[config.mk]
export PLATFORM = sky130hd
export DESIGN_NAME = bus_cycle_seq
export DESIGN_NICKNAME = d
export VERILOG_FILES = /design/src/verilog/seq_pkg.sv /design/src/verilog/bus_cycle_seq.sv /design/src/verilog/cycle_plan.sv
export VERILOG_INCLUDE_DIRS = /design/src /design/src/verilog
export SDC_FILE = /design/constraint.sdc
export NUM_CORES = 1
export LEC_CHECK = 0
export BUFFER_PORTS_ARGS = -buffer_cell sky130_fd_sc_hd__buf_2
export CAP_MARGIN = 20
export CORE_ASPECT_RATIO = 1.25
export CORE_UTILIZATION = 35
export CTS_CLUSTER_DIAMETER = 120
export CTS_CLUSTER_SIZE = 12
export DETAILED_ROUTE_END_ITERATION = 16
export PLACE_DENSITY = 0.66
export SYNTH_ARGS = -nofsm -noshare
export SYNTH_HDL_FRONTEND = slang
export SYNTH_HIERARCHICAL = 1
export SYNTH_SLANG_ARGS = --single-unit
export TNS_END_PERCENT = 50
[constraint.sdc]
create_clock -name ref_clk -period 4.8 [get_ports ref_clk]
set_clock_uncertainty 0.15 [all_clocks]
set_input_delay 0.48 -clock ref_clk [delete_from_list [all_inputs] [get_ports ref_clk]]
set_output_delay 0.48 -clock ref_clk [all_outputs]
set_load 0.03 [all_outputs]
[src/verilog/seq_params.svh]
// constants for the immediate and direct mode bus cycle sequencer
`ifndef SEQ_PARAMS_SVH
`define SEQ_PARAMS_SVH
`define DUMMY_ADDR     16'hffff
`define IDLE_ADDR      16'hffff
`define DIRECT_PAGE_HI 8'h00
`define PAGE_PREFIX    8'h18
`define OPC2_IMM_IY_LD 8'hec
`define OPC2_DIR_IY_LD 8'hde
`define OPC2_DIR_IY_ST 8'hdf
`define OPC_DIR_CALL   8'h9d
`define BUS_READ       1'b1
`define BUS_WRITE      1'b0
`define STEP_W         3
`endif

[src/verilog/seq_pkg.sv]
// types shared by the bus cycle sequencer
package seq_pkg;
   typedef enum logic [3:0] {
      OC_IMM8       = 4'h0, OC_IMM16_LD = 4'h1, OC_IMM16_AR = 4'h2, OC_IMM_IY_LD = 4'h3,
      OC_IMM_PFX_CP = 4'h4, OC_DIR8_LD  = 4'h5, OC_DIR8_ST  = 4'h6, OC_DIR16_LD  = 4'h7,
      OC_DIR16_ST   = 4'h8, OC_DIR_IY_LD = 4'h9, OC_DIR_IY_ST = 4'ha, OC_DIR16_AR = 4'hb,
      OC_DIR_CALL   = 4'hc
   } op_class_t;
   typedef enum logic [2:0] {
      AS_PC = 3'h0, AS_EA = 3'h1, AS_EA1 = 3'h2, AS_DUMMY = 3'h3, AS_SP = 3'h4, AS_SP1 = 3'h5
   } addr_src_t;
   typedef enum logic [2:0] {
      DS_NONE = 3'h0, DS_HI = 3'h1, DS_LO = 3'h2, DS_RET_LO = 3'h3, DS_RET_HI = 3'h4
   } dat_src_t;
   typedef enum logic [2:0] {
      CP_NONE = 3'h0, CP_PFX = 3'h1, CP_OPC = 3'h2, CP_EAL = 3'h3, CP_HI = 3'h4, CP_LO = 3'h5
   } cap_t;
   typedef enum logic [0:0] {
      ST_IDLE = 1'b0, ST_RUN = 1'b1
   } seq_state_t;
endpackage

[src/verilog/bus_cycle_seq.sv]
// bus master sequencer for immediate and direct mode instruction cycles
`timescale 1ns/1ps
`include "seq_params.svh"
module bus_cycle_seq
   import seq_pkg::*;
(
   input  wire logic        ref_clk,
   input  wire logic        resetn,
   input  wire logic        start,
   input  wire op_class_t   op_class,
   input  wire logic [15:0] start_addr,
   input  wire logic [15:0] store_data,
   input  wire logic [15:0] stack_ptr,
   input  wire logic [7:0]  bus_data_in,
   output logic [15:0]      bus_addr,
   output logic             bus_rw,
   output logic [7:0]       bus_data_out,
   output logic             bus_data_oe_n,
   output logic             busy,
   output logic             done,
   output logic [7:0]       opcode,
   output logic [15:0]      operand,
   output logic [15:0]      eff_addr,
   output logic [15:0]      next_pc,
   output logic             seq_err
);
   ////////////////////////////////////////////////////////////////////////////
   seq_state_t          state_r,   state_nxt;
   op_class_t           cls_r,     cls_nxt;
   logic [`STEP_W-1:0]  step_r,    step_nxt;
   cap_t                cap_r,     cap_nxt;
   addr_src_t           asrc_r,    asrc_nxt;
   logic                last_r,    last_nxt;
   logic [15:0]         fetch_r,   fetch_nxt;
   logic [15:0]         ea_r,      ea_nxt;
   logic [15:0]         store_r,   store_nxt;
   logic [15:0]         sp_r,      sp_nxt;
   logic [7:0]          opcode_r,  opcode_nxt;
   logic [15:0]         operand_r, operand_nxt;
   logic [15:0]         addr_r,    addr_nxt;
   logic                rw_r,      rw_nxt;
   logic [7:0]          dout_r,    dout_nxt;
   logic                oe_n_r,    oe_n_nxt;
   logic                busy_r,    busy_nxt;
   logic                done_r,    done_nxt;
   logic                err_r,     err_nxt;
   logic [`STEP_W-1:0]  run_len_r, run_len_nxt;

   op_class_t           plan_cls;
   logic [`STEP_W-1:0]  plan_step;
   addr_src_t           p_asrc;
   logic                p_wr;
   dat_src_t            p_dsrc;
   cap_t                p_cap;
   logic                p_last;
   logic                from_idle;
   logic                go;
   logic [15:0]         fetch_base;
   logic [15:0]         store_base;
   logic [15:0]         sp_base;

   assign from_idle  = (state_r == ST_IDLE) && start;
   assign go         = from_idle || (state_r == ST_RUN && !last_r);
   assign plan_cls   = from_idle ? op_class : cls_r;
   assign plan_step  = from_idle ? 3'd0 : step_r + 3'd1;
   assign fetch_base = from_idle ? start_addr : fetch_nxt;
   assign store_base = from_idle ? store_data : store_r;
   assign sp_base    = from_idle ? stack_ptr : sp_r;

   cycle_plan u_plan
   (
      .cls  (plan_cls),
      .step (plan_step),
      .asrc (p_asrc),
      .wr   (p_wr),
      .dsrc (p_dsrc),
      .cap  (p_cap),
      .last (p_last)
   );

   ////////////////////////////////////////////////////////////////////////////
   // capture what the bus returned in the cycle now ending, then set up the next one
   always_comb
   begin
      state_nxt   = state_r;
      cls_nxt     = cls_r;
      step_nxt    = step_r;
      fetch_nxt   = fetch_r;
      ea_nxt      = ea_r;
      store_nxt   = store_r;
      sp_nxt      = sp_r;
      opcode_nxt  = opcode_r;
      operand_nxt = operand_r;
      err_nxt     = err_r;
      run_len_nxt = run_len_r;
      done_nxt    = 1'b0;
      if (state_r == ST_RUN)
      begin
         case (cap_r)
            CP_PFX : if (bus_data_in != `PAGE_PREFIX) err_nxt = 1'b1;
            CP_OPC :
            begin
               opcode_nxt = bus_data_in;
               case (cls_r)
                  OC_IMM_IY_LD : if (bus_data_in != `OPC2_IMM_IY_LD) err_nxt = 1'b1;
                  OC_DIR_IY_LD : if (bus_data_in != `OPC2_DIR_IY_LD) err_nxt = 1'b1;
                  OC_DIR_IY_ST : if (bus_data_in != `OPC2_DIR_IY_ST) err_nxt = 1'b1;
                  OC_DIR_CALL  : if (bus_data_in != `OPC_DIR_CALL) err_nxt = 1'b1;
                  default      : err_nxt = err_r;
               endcase
            end
            CP_EAL  : ea_nxt = {`DIRECT_PAGE_HI, bus_data_in};
            CP_HI   : operand_nxt[15:8] = bus_data_in;
            CP_LO   : operand_nxt[7:0] = bus_data_in;
            default : operand_nxt = operand_r; // dummy reads land here and are dropped
         endcase
      end
      if (from_idle)
      begin
         state_nxt   = ST_RUN;
         cls_nxt     = op_class;
         step_nxt    = 3'd0;
         fetch_nxt   = start_addr;
         store_nxt   = store_data;
         sp_nxt      = stack_ptr;
         operand_nxt = 16'h0000;
         err_nxt     = 1'b0;
         run_len_nxt = 3'd1;
      end
      else if (state_r == ST_RUN && !last_r)
      begin
         step_nxt    = step_r + 3'd1;
         run_len_nxt = run_len_r + 3'd1;
      end
      else if (state_r == ST_RUN)
      begin
         state_nxt = ST_IDLE;
         done_nxt  = 1'b1;
      end
   end

   ////////////////////////////////////////////////////////////////////////////
   // bus drive for the next cycle
   always_comb
   begin
      addr_nxt  = `IDLE_ADDR;
      rw_nxt    = `BUS_READ;
      dout_nxt  = 8'h00;
      oe_n_nxt  = 1'b1;
      cap_nxt   = CP_NONE;
      asrc_nxt  = AS_DUMMY;
      last_nxt  = 1'b0;
      busy_nxt  = (state_nxt == ST_RUN);
      if (go)
      begin
         cap_nxt  = p_cap;
         asrc_nxt = p_asrc;
         last_nxt = p_last;
         rw_nxt   = p_wr ? `BUS_WRITE : `BUS_READ;
         oe_n_nxt = !p_wr;
         case (p_asrc)
            AS_PC    : addr_nxt = fetch_base;
            AS_EA    : addr_nxt = ea_nxt;
            AS_EA1   : addr_nxt = ea_nxt + 16'h0001;
            AS_SP    : addr_nxt = sp_base;
            AS_SP1   : addr_nxt = sp_base - 16'h0001;
            default  : addr_nxt = `DUMMY_ADDR;
         endcase
         case (p_dsrc)
            DS_HI     : dout_nxt = store_base[15:8];
            DS_LO     : dout_nxt = store_base[7:0];
            DS_RET_LO : dout_nxt = fetch_base[7:0];
            DS_RET_HI : dout_nxt = fetch_base[15:8];
            default   : dout_nxt = 8'h00;
         endcase
      end
   end

   // the fetch pointer moves one past every instruction byte fetched
   logic [15:0] fetch_adv;
   assign fetch_adv = (go && p_asrc == AS_PC) ? fetch_base + 16'h0001 : fetch_nxt;

   ////////////////////////////////////////////////////////////////////////////
   always_ff @(posedge ref_clk or negedge resetn)
   begin
      if (!resetn)
      begin
         state_r   <= ST_IDLE;
         cls_r     <= OC_IMM8;
         step_r    <= 3'd0;
         cap_r     <= CP_NONE;
         asrc_r    <= AS_DUMMY;
         last_r    <= 1'b0;
         fetch_r   <= 16'h0000;
         ea_r      <= 16'h0000;
         store_r   <= 16'h0000;
         sp_r      <= 16'h0000;
         opcode_r  <= 8'h00;
         operand_r <= 16'h0000;
         addr_r    <= `IDLE_ADDR;
         rw_r      <= `BUS_READ;
         dout_r    <= 8'h00;
         oe_n_r    <= 1'b1;
         busy_r    <= 1'b0;
         done_r    <= 1'b0;
         err_r     <= 1'b0;
         run_len_r <= 3'd0;
      end
      else
      begin
         state_r   <= state_nxt;
         cls_r     <= cls_nxt;
         step_r    <= step_nxt;
         cap_r     <= cap_nxt;
         asrc_r    <= asrc_nxt;
         last_r    <= last_nxt;
         fetch_r   <= fetch_adv;
         ea_r      <= ea_nxt;
         store_r   <= store_nxt;
         sp_r      <= sp_nxt;
         opcode_r  <= opcode_nxt;
         operand_r <= operand_nxt;
         addr_r    <= addr_nxt;
         rw_r      <= rw_nxt;
         dout_r    <= dout_nxt;
         oe_n_r    <= oe_n_nxt;
         busy_r    <= busy_nxt;
         done_r    <= done_nxt;
         err_r     <= err_nxt;
         run_len_r <= run_len_nxt;
      end
   end

   assign bus_addr      = addr_r;
   assign bus_rw        = rw_r;
   assign bus_data_out  = dout_r;
   assign bus_data_oe_n = oe_n_r;
   assign busy          = busy_r;
   assign done          = done_r;
   assign opcode        = opcode_r;
   assign operand       = operand_r;
   assign eff_addr      = ea_r;
   assign next_pc       = fetch_r;
   assign seq_err       = err_r;
endmodule

[src/verilog/cycle_plan.sv]
// per-cycle plan: address source, direction, data source and capture for one step
`timescale 1ns/1ps
`include "seq_params.svh"
module cycle_plan
   import seq_pkg::*;
(
   input  wire op_class_t         cls,
   input  wire logic [`STEP_W-1:0] step,
   output addr_src_t              asrc,
   output logic                   wr,
   output dat_src_t               dsrc,
   output cap_t                   cap,
   output logic                   last
);
   logic                pfx, imm, wide, ar, st, call;
   logic [`STEP_W-1:0]  len;
   logic [`STEP_W-1:0]  s0;

   always_comb
   begin
      case (cls)
         OC_IMM8       : {pfx, imm, wide, ar, st, call, len} = {6'b010000, 3'd2};
         OC_IMM16_LD   : {pfx, imm, wide, ar, st, call, len} = {6'b011000, 3'd3};
         OC_IMM16_AR   : {pfx, imm, wide, ar, st, call, len} = {6'b011100, 3'd4};
         OC_IMM_IY_LD  : {pfx, imm, wide, ar, st, call, len} = {6'b111000, 3'd4};
         OC_IMM_PFX_CP : {pfx, imm, wide, ar, st, call, len} = {6'b111100, 3'd5};
         OC_DIR8_LD    : {pfx, imm, wide, ar, st, call, len} = {6'b000000, 3'd3};
         OC_DIR8_ST    : {pfx, imm, wide, ar, st, call, len} = {6'b000010, 3'd3};
         OC_DIR16_LD   : {pfx, imm, wide, ar, st, call, len} = {6'b001000, 3'd4};
         OC_DIR16_ST   : {pfx, imm, wide, ar, st, call, len} = {6'b001010, 3'd4};
         OC_DIR_IY_LD  : {pfx, imm, wide, ar, st, call, len} = {6'b101000, 3'd5};
         OC_DIR_IY_ST  : {pfx, imm, wide, ar, st, call, len} = {6'b101010, 3'd5};
         OC_DIR16_AR   : {pfx, imm, wide, ar, st, call, len} = {6'b001100, 3'd5};
         OC_DIR_CALL   : {pfx, imm, wide, ar, st, call, len} = {6'b000001, 3'd5};
         default       : {pfx, imm, wide, ar, st, call, len} = {6'b010000, 3'd2};
      endcase
      s0   = pfx ? step - 3'd1 : step;
      asrc = AS_PC;
      wr   = 1'b0;
      dsrc = DS_NONE;
      cap  = CP_NONE;
      if (pfx && step == 3'd0)
         cap = CP_PFX;
      else
      begin
         case (s0)
            3'd0 : cap = CP_OPC;
            3'd1 : cap = imm ? (wide ? CP_HI : CP_LO) : CP_EAL;
            3'd2 :
            begin
               if (imm)
                  cap = CP_LO;
               else
               begin
                  asrc = AS_EA;
                  if (st)
                  begin
                     wr   = 1'b1;
                     dsrc = wide ? DS_HI : DS_LO;
                  end
                  else if (!call)
                     cap = wide ? CP_HI : CP_LO;
               end
            end
            3'd3 :
            begin
               if (imm)
                  asrc = AS_DUMMY;
               else if (call)
               begin
                  asrc = AS_SP;
                  wr   = 1'b1;
                  dsrc = DS_RET_LO;
               end
               else
               begin
                  asrc = AS_EA1;
                  if (st)
                  begin
                     wr   = 1'b1;
                     dsrc = DS_LO;
                  end
                  else
                     cap = CP_LO;
               end
            end
            3'd4 :
            begin
               if (call)
               begin
                  asrc = AS_SP1;
                  wr   = 1'b1;
                  dsrc = DS_RET_HI;
               end
               else if (ar)
                  asrc = AS_DUMMY;
            end
            default : cap = CP_NONE;
         endcase
      end
      last = (step == len - 3'd1);
   end
endmodule

==> run metrics <==
Ports 148; flop-to-flop setup slack a little over 0.5 ns; relative slew slack 0.365; number of CTS-inserted buffers 17; Clock Sinks ~130; Antenna Cells 0; Post-Synthesis Cells just over 800; CTS Buffer Depth 2; status completed; Post-Layout Cell Count 1247; fmax about 230 MHz; Syn Area/Cell roughly 9.0 um^2; Setup Viol. Count Final 0; CP endpoint kind flip-flop; Vias 6667; Layout fillers roughly 2.1k; GRT overflow 0; Root Buffer clkbuf_16; 1st-iter DRT viols between 500 and 600; Async SR Flop Fraction 1.00; setup_tns 0 ns; syn nets 895; Post-synth top flop dfrtp_1; core area 20800 um^2; largest net degree at the start of global routing between 70 and 80; Pwr Density slightly above 800 nW/um^2; Yosys cell types 74; Clk Latency, worst-skew pair between 0.4 and 0.5 ns; WL/cell between 15 and 20 um; RSZ-0062 raised after global routing false; CP max FO 19; Critical Path Source Type flip-flop; Initial Util 0.356; kind of critical path flip-flop to flip-flop; Worst path slowest cell or4_1; Final #Nets between 1k and 1.5k; H-tree Lvls 4; worst path required time ~5.0 ns; max-cap violations 0; DRT antenna net count 0; Most common cell on crit path nand2_1; count leader, synth nand2_1; drt drc 0; vias in the first global route 6583; share of cells above drive strength 1 0.259; die width 132 um; launching point of the worst reg2reg path busy; CTS tree built; area of the mapped netlist 7420 um^2; Placer Congestion roughly 0.93; die area around 22000 um^2; # hold bufs at CTS 0; 1st-pass router iterations 7; Seq/Total Area, Yosys 0.431; first-pass GRT wire length approximately 35000 um; Slew @ Worst Pin between 0.9 and 1 ns; post-CTS sizing 0; DR vias/cell 5.35; initial antenna violation count 0; Die H ~160 um; Worst-path clk slew 0.06 ns; Leak slightly above 0.004 uW; crit-path max cell delay roughly 0.54 ns; Post-synth EDFFs 0; Tmin final approximately 4.3 ns; Final Max Slew Viols 0; commonest cells in the netlist nand2_1 (156), dfrtp_1 (110), nor2_1 (76), a21oi_1 (35), mux2i_1 (34); CP arrival ~4.5 ns; peak supply drop roughly 0.34 mV; final WL 22300 um; Synth Register Bits approximately 130; top cell type's share of synthesized area 0.371; Critical Path Source busy; Worst Hold Class input pin to asynchronous set/reset pin; crit share post-route 0.894; critical-path cell list nand2b_4, nand2_1, nand2_1, inv_1, ha_1, mux2i_1, o21a_1, or4_1, a31oi_1, buf_4, nor2_1, nand2_1, nor2_1, a2111oi_0, o21ai_1; GRT Overall Usage 0.209; post-CTS setup buffers 0; Syn. warnings 6; input/output buffers 147; post-DP HPWL 16800 um; top cells by area, synth dfrtp_1 (37%), nand2_1 (7.9%), dfstp_2 (6.0%), mux2i_1 (4.6%), xnor2_1 (3.9%); floorplan row count between 50 and 60; final hold vios 0; Area Overhead vs Synth 21.6%; area leader, netlist dfrtp_1; placed insts between 1k and 1.5k
[state kept, by name, summed over array words and instances (netlist names), named ones only]
register	flops
sp_r	16
bus_addr	16
store_r	16
seq_err	1
bus_data_out	8
operand	16
done	1
bus_data_oe_n	1
busy	1
next_pc	15
cap_r	3
cls_r	4
eff_addr	16
step_r	3
opcode	8
last_r	1
[layer usage]
layer | up-vias | GRT usage | part of all wire
met1 | 3215 | 0.248 | 0.41
met5 | - | 0 | 0
li1 | 3156 | - | -
met3 | 49 | 0.0365 | 0.049
met2 | 247 | 0.364 | 0.51
met4 | 0 | 0.103 | 0.031
[per-stage QoR]
| stage | total power [uW] | cell area [um^2] | hold WS [ns] | utilization | setup slack [ns] |
|---|---|---|---|---|---|
| floorplan | 4850 | 7430 | 0.0344 | - | 0.000393 |
| global placement | 6060 | 8450 | 0.302 | 0.406 | 0.545 |
| detailed placement | 6070 | 8450 | 0.311 | 0.406 | 0.472 |
| CTS | 7360 | 9020 | 0.0752 | 0.433 | 0.591 |
| global route | 7840 | 9020 | 0.0904 | 0.433 | 0.159 |
| finish | 7370 | 9020 | 0.0106 | 0.433 | 0.509 |
[report_power, final]
part	switching [uW]	internal [uW]	leakage, uW
Combinational	2800	1470	0.00232
Clock	474	789	0.000273
Sequential	269	1570	0.00157
Total	3550	3820	0.00416
[cell type report]
class,count,area (um^2),share of cell area
repair buffers,168,896,0.0993
inverters,24,90.1,0.00999
clock inverters,9,110,0.0122
clock buffers,22,464,0.0515
well taps,274,343,0.0380
multi-input cells,623,3920,0.434
flip-flops and latches,127,3200,0.355
[critical path: cells and delay by family (launching register included)]
family | cells | cell delay, ns
buffers and inverters | 2 | 0.38
AND/OR/NAND/NOR | 7 | 1.43
flip-flops | 1 | 0.43
AO/OA/AOI/OAI | 4 | 1.21
multiplexers | 1 | 0.23
adder cells (fa/ha/maj) | 1 | 0.37
[cell usage in the layout, fill, tap and decap left out, types with 10 or more instances in the layout]
| master | instances |
|---|---|
| nand3_1 | 33 |
| mux2_2 | 18 |
| buf_2 | 146 |
| clkbuf_16 | 17 |
| xor2_1 | 14 |
| nor2_1 | 76 |
| a21oi_1 | 35 |
| o211ai_1 | 10 |
| mux2i_1 | 34 |
| dfrtp_1 | 110 |
| a22oi_1 | 11 |
| and2_1 | 16 |
| dfstp_2 | 17 |
| ha_1 | 10 |
| buf_4 | 22 |
| inv_1 | 22 |
| nand2_1 | 156 |
| o21ai_0 | 23 |
| xnor2_1 | 33 |
| nor3_1 | 16 |
[logic make-up after synthesis]
kind of cell / count (synthesis) / synth area share
buffers and inverters: 72 / 0.0442
AOI/OAI and AO/OA: 143 / 0.129
DFF: 127 / 0.431
xor gates and xnor gates: 47 / 0.0555
muxes: 60 / 0.0907
adders and majority gates: 10 / 0.0169
and+or+nand+nor: 363 / 0.233
[worst paths after layout]
check | endpoint | depth (start not counted)
max in group asynchronous | bus_addr[1] | 2
worst max-delay path | bus_addr[4] | 15
min in group ref_clk | store_r[12] | 3
worst min register to register | store_r[1] | 2
worst max register to register | bus_addr[4] | 15
worst min-delay path | sp_r[10] | 1
No activity file was read; power rests on OpenSTA's default activity.
